==> src/verilog/acic_pkg.sv <==
package acic_pkg;
  localparam int NCH = 2;
  localparam int DW = 18;
  localparam int TCW = 13;
  localparam int LVW = 7;
  localparam int MAGW = 33;
  localparam int CNTW = 6;
  localparam int KW = 17;
  localparam int THRW = LVW + KW;
  // timing
  localparam int CLK_NS = 100;
  localparam int TC_STEP_NS = 10000;
  localparam int SAMPLE_NS = 10000;
  localparam int SAMPLE_CYCLES = SAMPLE_NS / CLK_NS;
  localparam int TC_PER_SAMPLE = TC_STEP_NS / SAMPLE_NS;
  localparam logic [TCW-1:0] TC_MAX = 13'h1900;
  localparam logic [LVW-1:0] LEVEL_MAX = 7'h64;
  localparam logic [TCW-1:0] TC_RESET = 13'h0000;
  localparam logic [LVW-1:0] LEVEL_RESET = 7'h00;
  // scaling, microvolts per count
  localparam int LEVEL_STEP_UV = 100000;
  localparam int IN1_STEP_UV = 359;
  localparam int IN2_STEP_UV = 5860;
  localparam int K_SHIFT = 8;
  localparam logic [KW-1:0] LVL_K [NCH] = '{
    KW'((LEVEL_STEP_UV * 256) / IN1_STEP_UV),
    KW'((LEVEL_STEP_UV * 256) / IN2_STEP_UV)};
  localparam logic signed [DW-1:0] OFF_MAX [NCH] = '{18'sh015CA, 18'sh00156};
  localparam logic signed [DW-1:0] OFF_RESET = 18'sh00000;
  localparam logic [CNTW-1:0] DIV_STEPS = 6'h21;
  typedef enum logic [1:0] {
    ACIC_IDLE = 2'b00,
    ACIC_DIV = 2'b01,
    ACIC_DONE = 2'b10
  } acic_state_type;
endpackage : acic_pkg

==> src/verilog/acic_top.sv <==
`timescale 1ns/10ps
// What this block does
// - programmable first-order lag filter per input
// - alarm when compensated voltage exceeds level
// - zero overflow level disables the alarm
// - input two subtracts offset, 5.86 mV steps
// - auto adjust writes measured offset into setting
// - input one subtracts offset, 0.359 mV steps
module acic_top (
  input wire logic clk_i,
  input wire logic srst_i,
  input wire logic sample_valid_i,
  input wire logic signed [15:0] input_one_sample_i,
  input wire logic signed [11:0] torque_command_input_i,
  input wire logic signed [13:0] input_one_offset_setting_i,
  input wire logic signed [9:0] input_two_offset_setting_i,
  input wire logic offset_write_i,
  input wire logic auto_offset_start_i,
  input wire logic [12:0] input_one_filter_time_constant_i,
  input wire logic [12:0] input_two_filter_time_constant_i,
  input wire logic [6:0] input_one_overflow_level_i,
  input wire logic [6:0] input_two_overflow_level_i,
  input wire logic alarm_clear_i,
  output logic signed [17:0] input_one_filtered_o,
  output logic signed [17:0] input_two_filtered_o,
  output logic filtered_valid_o,
  output logic input_one_alarm_o,
  output logic input_two_alarm_o,
  output logic signed [13:0] input_one_offset_o,
  output logic signed [9:0] input_two_offset_o,
  output logic auto_offset_busy_o
);
  localparam int DW = acic_pkg::DW;
  localparam int NCH = acic_pkg::NCH;
  localparam int MAGW = acic_pkg::MAGW;
  localparam int TCW = acic_pkg::TCW;
  localparam int LVW = acic_pkg::LVW;
  localparam int THRW = acic_pkg::THRW;
  localparam int CNTW = acic_pkg::CNTW;

  logic signed [DW-1:0] sample [NCH];
  logic signed [DW-1:0] set_off [NCH];
  logic [TCW-1:0] tc [NCH];
  logic [LVW-1:0] lvl [NCH];
  logic signed [DW-1:0] y_q [NCH];
  logic signed [DW-1:0] off_q [NCH];
  logic alarm_q [NCH];
  logic done [NCH];
  logic auto_pend_q;

  assign sample[0] = DW'(input_one_sample_i);
  assign sample[1] = DW'(torque_command_input_i);
  assign set_off[0] = DW'(input_one_offset_setting_i);
  assign set_off[1] = DW'(input_two_offset_setting_i);
  assign tc[0] = input_one_filter_time_constant_i;
  assign tc[1] = input_two_filter_time_constant_i;
  assign lvl[0] = input_one_overflow_level_i;
  assign lvl[1] = input_two_overflow_level_i;

  function automatic logic signed [DW-1:0] clamp_off(input logic signed [DW-1:0] v,
                                                      input logic signed [DW-1:0] lim);
    if (v > lim)
    begin
      clamp_off = lim;
    end
    else if (v < -lim)
    begin
      clamp_off = -lim;
    end
    else
    begin
      clamp_off = v;
    end
  endfunction : clamp_off

  // auto adjust samples the next conversion on both inputs (0 V applied by user)
  always_ff @(posedge clk_i)
  begin
    if (srst_i)
    begin
      auto_pend_q <= 1'b0;
    end
    else if (auto_offset_start_i)
    begin
      auto_pend_q <= 1'b1;
    end
    else if (sample_valid_i)
    begin
      auto_pend_q <= 1'b0;
    end
  end

  genvar g;
  generate
    for (g = 0; g < NCH; g++)
    begin : g_ch
      logic signed [DW-1:0] comp_q;
      logic signed [DW-1:0] comp_d;
      logic [DW-1:0] mag_c;
      logic [THRW-1:0] thr_c;
      logic over_c;
      acic_pkg::acic_state_type st_q;
      logic [TCW:0] div_q;
      logic [MAGW-1:0] quo_q;
      logic [TCW:0] rem_q;
      logic [CNTW-1:0] cnt_q;
      logic neg_q;
      logic signed [MAGW-1:0] num_c;
      logic [TCW+1:0] rem_sh;
      logic signed [MAGW-1:0] num_q;

      assign comp_d = sample[g] - off_q[g];
      assign mag_c = comp_d[DW-1] ? DW'(-comp_d) : comp_d;
      assign thr_c = (THRW'(lvl[g]) * THRW'(acic_pkg::LVL_K[g])) >> acic_pkg::K_SHIFT;
      assign over_c = (lvl[g] != '0) && (THRW'(mag_c) > thr_c);

      // offset register: auto capture beats a manual write
      always_ff @(posedge clk_i)
      begin
        if (srst_i)
        begin
          off_q[g] <= acic_pkg::OFF_RESET;
        end
        else if (auto_pend_q && sample_valid_i)
        begin
          off_q[g] <= clamp_off(sample[g], acic_pkg::OFF_MAX[g]);
        end
        else if (offset_write_i)
        begin
          off_q[g] <= clamp_off(set_off[g], acic_pkg::OFF_MAX[g]);
        end
      end

      always_ff @(posedge clk_i)
      begin
        if (srst_i)
        begin
          comp_q <= '0;
        end
        else if (sample_valid_i)
        begin
          comp_q <= comp_d;
        end
      end

      // sticky alarm; a new overflow wins over a clear in the same cycle
      always_ff @(posedge clk_i)
      begin
        if (srst_i)
        begin
          alarm_q[g] <= 1'b0;
        end
        else if (lvl[g] == '0)
        begin
          alarm_q[g] <= 1'b0;
        end
        else if (sample_valid_i && over_c)
        begin
          alarm_q[g] <= 1'b1;
        end
        else if (alarm_clear_i)
        begin
          alarm_q[g] <= 1'b0;
        end
      end

      // y_new = (y*tc + x) / (tc + 1), rounded; tc = 0 gives y_new = x
      assign num_c = MAGW'(y_q[g] * $signed({1'b0, tc[g]}) * acic_pkg::TC_PER_SAMPLE)
                     + MAGW'(comp_d);
      assign rem_sh = {rem_q, quo_q[MAGW-1]};

      // serial divider: 34 cycles, well inside one sample period
      always_ff @(posedge clk_i)
      begin
        if (srst_i)
        begin
          st_q <= acic_pkg::ACIC_IDLE;
          div_q <= '0;
          quo_q <= '0;
          rem_q <= '0;
          cnt_q <= '0;
          neg_q <= 1'b0;
          num_q <= '0;
          y_q[g] <= '0;
        end
        else
        begin
          case (st_q)
            acic_pkg::ACIC_IDLE:
            begin
              if (sample_valid_i)
              begin
                div_q <= (TCW+1)'(tc[g] * acic_pkg::TC_PER_SAMPLE) + 1'b1;
                neg_q <= num_c[MAGW-1];
                num_q <= num_c;
                quo_q <= (num_c[MAGW-1] ? MAGW'(-num_c) : MAGW'(num_c))
                         + MAGW'(tc[g] >> 1);
                rem_q <= '0;
                cnt_q <= acic_pkg::DIV_STEPS;
                st_q <= acic_pkg::ACIC_DIV;
              end
            end
            acic_pkg::ACIC_DIV:
            begin
              if (rem_sh >= {1'b0, div_q})
              begin
                rem_q <= (TCW+1)'(rem_sh - {1'b0, div_q});
                quo_q <= {quo_q[MAGW-2:0], 1'b1};
              end
              else
              begin
                rem_q <= rem_sh[TCW:0];
                quo_q <= {quo_q[MAGW-2:0], 1'b0};
              end
              cnt_q <= cnt_q - 1'b1;
              if (cnt_q == 6'h01)
              begin
                st_q <= acic_pkg::ACIC_DONE;
              end
            end
            acic_pkg::ACIC_DONE:
            begin
              y_q[g] <= neg_q ? -DW'(quo_q) : DW'(quo_q);
              st_q <= acic_pkg::ACIC_IDLE;
            end
            default:
            begin
              st_q <= acic_pkg::ACIC_IDLE;
            end
          endcase
        end
      end
      assign done[g] = (st_q == acic_pkg::ACIC_DONE);

    end
  endgenerate

  always_ff @(posedge clk_i)
  begin
    if (srst_i)
    begin
      filtered_valid_o <= 1'b0;
    end
    else
    begin
      filtered_valid_o <= done[0];
    end
  end

  assign input_one_filtered_o = y_q[0];
  assign input_two_filtered_o = y_q[1];
  assign input_one_alarm_o = alarm_q[0];
  assign input_two_alarm_o = alarm_q[1];
  assign input_one_offset_o = off_q[0][13:0];
  assign input_two_offset_o = off_q[1][9:0];
  assign auto_offset_busy_o = auto_pend_q;
endmodule : acic_top

==> config.mk <==
export PLATFORM = sky130hd
export DESIGN_NAME = acic_top
export DESIGN_NICKNAME = d
export VERILOG_FILES = /design/src/verilog/acic_pkg.sv /design/src/verilog/acic_top.sv
export SDC_FILE = /design/constraint.sdc
export NUM_CORES = 2
export LEC_CHECK = 0
export BUFFER_PORTS_ARGS = -buffer_cell sky130_fd_sc_hd__buf_2
export CORE_UTILIZATION = 50
export CTS_CLUSTER_SIZE = 12
export DETAILED_ROUTE_END_ITERATION = 6
export GPL_ROUTABILITY_DRIVEN = 0
export PLACE_DENSITY = 0.65
export REMOVE_ABC_BUFFERS = 1
export SETUP_SLACK_MARGIN = 0.4
export SKIP_LAST_GASP = 1
export SLEW_MARGIN = 0
export SYNTH_ARGS = -nofsm -noshare
export SYNTH_HDL_FRONTEND = slang
export SYNTH_SLANG_ARGS = --single-unit
export TNS_END_PERCENT = 20
==> constraint.sdc <==
create_clock -name clk_i -period 14.4 [get_ports clk_i]
set_input_delay 0 -clock clk_i [delete_from_list [all_inputs] [get_ports clk_i]]
set_output_delay 0 -clock clk_i [all_outputs]
set_load 0.005 [all_outputs]
-- Word level (Yosys, flattened, before mapping)
Memories as Yosys holds them, arrays and structs flattened.
Cells that the tools add are included.
- register bits: 142
- bits in writable memories: 74
- bits of input ports: 98
- output and inout port bits: 64
- memories kept: 3
- memory list (name ; depth ; bits a word ; read ports ; clocked after Yosys merged registers in ; wr ports ; RTL line ; RTL):
    off_q ; 2 ; 18 ; 2 ; 0 ; 2 ; acic_top.sv:46 ; logic signed [DW-1:0] off_q [NCH];
    y_q ; 2 ; 18 ; 2 ; 0 ; 2 ; acic_top.sv:45 ; logic signed [DW-1:0] y_q [NCH];
    alarm_q ; 2 ; 1 ; 2 ; 0 ; 2 ; acic_top.sv:47 ; logic alarm_q [NCH];
- $add $sub $neg: 18
- $mul: 4
- magnitude comparators: 12
- equality and inequality tests: 10
- muxes and demuxes: 95
- bitwise operators: 12
- reductions and logical operators: 20
- operators with widths (cell ; number):
    18-bit 2-to-1 mux ; 28
    33-bit 2-to-1 mux ; 4
    33-bit case mux with 2 select lines ; 2
    18-bit negator ; 4
    32-bit by 18-bit adder with 33-bit output ; 2
    33-bit by 12-bit adder with 33-bit output ; 2
    33-bit negator ; 2
    18-bit by 14-bit multiplier with 32-bit output ; 2
    14-bit case mux with 2 select lines ; 2
    1-bit 2-to-1 mux ; 48
    14-bit 2-to-1 mux ; 3
    15-bit by 14-bit greater-or-equal comparator with 1-bit output ; 2
    13-bit by 1-bit adder with 14-bit output (second input constant) ; 2
    14-bit subtractor ; 2
    7-bit by 17-bit multiplier with 24-bit output (second input constant) ; 1
    6-bit case mux with 2 select lines ; 2
    18-bit by 12-bit > comparator with 1-bit output ; 1
    18-bit by 16-bit > comparator with 1-bit output ; 1
    12-bit by 18-bit subtractor with 18-bit output ; 1
    16-bit by 18-bit subtractor with 18-bit output ; 1
    16-bit by 14-bit > comparator with 1-bit output (second input constant) ; 1
    16-bit by 14-bit < comparator with 1-bit output (second input constant) ; 1
    7-bit by 9-bit multiplier with 16-bit output (second input constant) ; 1
    14-bit > comparator (second input constant) ; 1
    20 further kinds ; 55

-- Logic depth before layout (Yosys ltp)
An unclocked memory read counts as a cell.
- word-level depth: 13
- depth in mapped cells: 54
- depth with buffers taken out: 50

-- Worst setup path before layout
OpenSTA, ideal clock, no wires.
- path type: register to register
- start point: memory off_q[1][1]
- end point: register g_ch[1].quo_q[28]
- arrival: 11.538 ns
- slack: 2.783 ns
- stages on the path, launching flop included: 55
- path buffers: 6
- period minus slack after synthesis: 11.617 ns
- cells stage by stage: edfxtp_1 > inv_1 > ha_1 > nor2b_1 > o21ai_0 > a21boi_0 > o21ai_0 > a21boi_0 > o21ai_0 > a21boi_0 > o21a_1 > o21ai_0 > a21oi_1 > o21a_1 > clkbuf_1 > fa_1 > inv_1 > fa_1 > (+19 left out) > nand2_1 > o21ai_0 > inv_1 > fa_1 > nor2b_1 > o21ai_0 > a21boi_0 > o21ai_0 > a21boi_0 > o21ai_0 > a21oi_1 > o41ai_1 > a21oi_2 > nand3_1 > or3_1 > clkbuf_1 > or4b_1 > o211ai_1
- RTL lines (what ; RTL line ; RTL):
    start, declared ; acic_top.sv:46 ;
    end signal, assigned ; acic_top.sv:196 ; quo_q <= (num_c[MAGW-1] ? MAGW'(-num_c) : MAGW'(num_c))
    end signal, assigned ; acic_top.sv:208 ; quo_q <= {quo_q[MAGW-2:0], 1'b1};
    end signal, assigned ; acic_top.sv:213 ; quo_q <= {quo_q[MAGW-2:0], 1'b0};
    end, declared ; acic_top.sv:104 ; logic [MAGW-1:0] quo_q;

==> flow_summary.json <==
{
  "outcome": "completed",
  "num_vias": 32810,
  "drc": 0,
  "slowest_stage": "a2111oi_0",
  "crit_start": "off_q[0][1]",
  "max_slew_margin_pct": 29.38,
  "cp.required_ns": 14.77,
  "crit_type": "reg2reg",
  "numCtsBuffers": 25,
  "initial_core_util_pct": 50.94,
  "layout_setup_ws_ns": 1.651,
  "syn_to_final_growth_pct": 6.338,
  "wl_per_cell_microns": 17.14,
  "htreeDepth": 1,
  "yosysSeqAreaShare_pct": 12.15,
  "synth_edf_count": 66,
  "synth_ff_type": "dfxtp_1",
  "rsz0062_at_grt": "no",
  "clk_latency_ns": 0.53,
  "grt_overflow": 0,
  "post-cts-setup-buffers": 0,
  "grt_max_degree": 62,
  "routed_wirelength_microns": 101200,
  "hold_violations": 0,
  "syn_avg_cell_area_sq_um": 8.237,
  "grt_util_all_layers_pct": 25.38,
  "min_period_over_period_pct": 88.53,
  "finalSetupTns_ns": 0,
  "antenna_found_initial": 5,
  "yosysWarnings": 0,
  "synth_cells": 4822,
  "async_reset_ff_share_pct": 0,
  "ctsRootBufferMaster": "clkbuf_16",
  "cts.sinks": 208,
  "fp.dieW_microns": 283.9,
  "routed_via_density": 5.560,
  "cp-end-kind": "flop",
  "slew_violations": 0,
  "drt_iter0_drc": 1804,
  "crit_path_end": "g_ch[0].quo_q[26]",
  "cp-start-kind": "flop",
  "num_antenna_cells": 0,
  "clock_skew_ns": 0.02351,
  "worstPathArrival_ns": 13.12,
  "port_buffers": 161,
  "synth_cell_types": 100,
  "min_from": "input_one_offset_setting_i[7]",
  "ios": 162,
  "clkTransAtPathRegs_ns": 0.06,
  "post-route-min-period_ns": 12.75,
  "clk_path_buf_depth": 3,
  "syn_area_sq_mm": 0.03972,
  "r2r_cells": 48,
  "core_sq_mm": 0.07798,
  "cts_tree": "yes",
  "ant_nets": 0,
  "die_height_microns": 283.9,
  "r2r-end": "g_ch[0].quo_q[26]",
  "rr_startpoint": "off_q[0][1]",
  "firstDrtPassIters": 5,
  "ys_seq_elements": 208,
  "rows": 102,
  "timing.fmax_ghz": 0.07844,
  "maxCapViolations": 0,
  "hold_class": "in2reg",
  "dpl_worst_slack_ns": 1.772,
  "cpMostUsedCell": "o21ai_0",
  "grt_pass1_wl_microns": 169500,
  "max_stage_delay_ns": 0.64,
  "hpwlAfterDp_microns": 80910,
  "critPathMaxFanout": 20,
  "die_area_sq_mm": 0.08057,
  "setup_viol": 0,
  "grt_pass1_vias": 33310,
  "drive_gt1_share_pct": 6.172,
  "fillers": 7442,
  "final_nets": 5807,
  "tightest_slew_ns": 1.055,
  "ff2ff_setup_slack_ns": 1.65
}
critical path: cells and delay by family (launching register included):
family                   cells  cell delay [ns]
XOR/XNOR                     3             0.93
AND/OR/NAND/NOR             11             2.74
adder cells (fa/ha/maj)      8             3.70
flip-flops                   1             0.42
buffers and inverters        8             1.07
AO/OA/AOI/OAI               18             3.67
stage by stage:
step / area (sq um) / instances / hold WS (ns) / utilization [%]
6_report: 42240 / 5901 / 0.02329 / 54.17
5_1_grt: 42240 / 5901 / 0.03923 / 54.17
4_1_cts: 42240 / 5901 / 0.005048 / 54.17
3_5_place_dp: 41060 / 5816 / 0.2143 / 52.65
3_3_place_gp: 41060 / 5816 / 0.2037 / 52.65
2_1_floorplan: 38760 / 4596 / 0.06907 / -
per-layer routing:
layer | track usage (%) | vias up | wire length [microns]
met5 | 0 | - | 18
met4 | 6.135 | 2 | 2408
met3 | 1.857 | 141 | 3831
met2 | 45.65 | 702 | 50920
met1 | 32.93 | 16090 | 43980
li1 | - | 15870 | -
registers in the layout (all words and copies together), names as in the netlist:
name / count
g_ch.rem_q: 28
auto_offset_busy_o: 1
y_q: 36
g_ch.st_q: 4
filtered_valid_o: 1
g_ch.quo_q: 66
g_ch.cnt_q: 12
g_ch.div_q: 28
off_q: 28
alarm_q: 2
g_ch.neg_q: 2
Yosys cell counts (all sizes together) (37+ instances only):
master,number,share of area (%)
buf,50,0.76
nor3,82,1.0
and2,201,3.2
edfxtp,66,5.0
a21oi,191,2.4
dfxtp,142,7.2
o21ai,186,2.3
a22oi,62,1.2
fa,510,26
or3,41,0.65
nor2,294,2.8
nor2b,37,0.58
inv,845,8.0
a21o,73,1.4
nand2,511,4.8
clkbuf,176,1.7
nand2b,37,0.58
nand3,70,0.88
xor2,96,2.1
ha,356,11
a211oi,58,1.2
xnor2,174,3.8
cell usage in the layout (no fill, tap or decap), drive strengths merged, types with 17 or more instances in the layout:
master         n
buf          180
o21a          36
nand2b        37
inv          846
o22ai         17
ha           356
edfxtp        66
dfxtp        142
and2         201
dlygate4sd3   40
fa           510
a211oi        58
and3          31
o211ai        21
or2           23
nand4         35
xnor2        174
nor3b         19
nor2b         37
nor2         294
a21boi        25
xor2          96
a21o          73
a31oi         22
nand2        511
o21ai        186
a21oi        191
a22oi         62
or3           41
mux2i         26
nor3          82
o31ai         32
nand3         70
nor4          32
clkbuf        33
a221oi        17
how the worst min path moves through the flow:
| stage | endpoint | slack, ns | cells past startpoint |
|---|---|---|---|
| 2_1_floorplan | g_ch[0].div_q[1] | 0.07 | 1 |
| 3_3_place_gp | auto_offset_busy_o | 0.20 | 3 |
| 3_5_place_dp | auto_offset_busy_o | 0.21 | 3 |
| 4_1_cts | off_q[0][7] | 0.005 | 4 |
| 5_1_grt | off_q[0][7] | 0.04 | 4 |
| 6_report | off_q[0][7] | 0.02 | 4 |
layout make-up:
class	count	area (sq um)	share of cell area (%)
inverters	845	3172	7.510
clock inverters	12	63.81	0.1511
repair buffers	220	1351	3.199
multi-input cells	3543	30810	72.94
clock buffers	33	716.9	1.697
well taps	1040	1301	3.081
flip-flops and latches	208	4825	11.42
repair_timing:
action                    CTS  global route
gates resized for setup     0             0
hold buffers               40             0
hold endpoints to repair   24             0
cell families after synthesis:
logic type	after synthesis	share of synthesized area [%]
and+or+nand+nor	1465	18.05
buffers and inverters	1071	10.40
AOI/OAI and AO/OA	901	15.45
adders and majority gates	866	36.92
xor gates and xnor gates	270	5.954
DFF	208	12.15
muxes	41	1.080
Power is left out: the tool's default activity adds up to more than one toggle a clock period on the data nets, which glitch-free logic cannot reach.
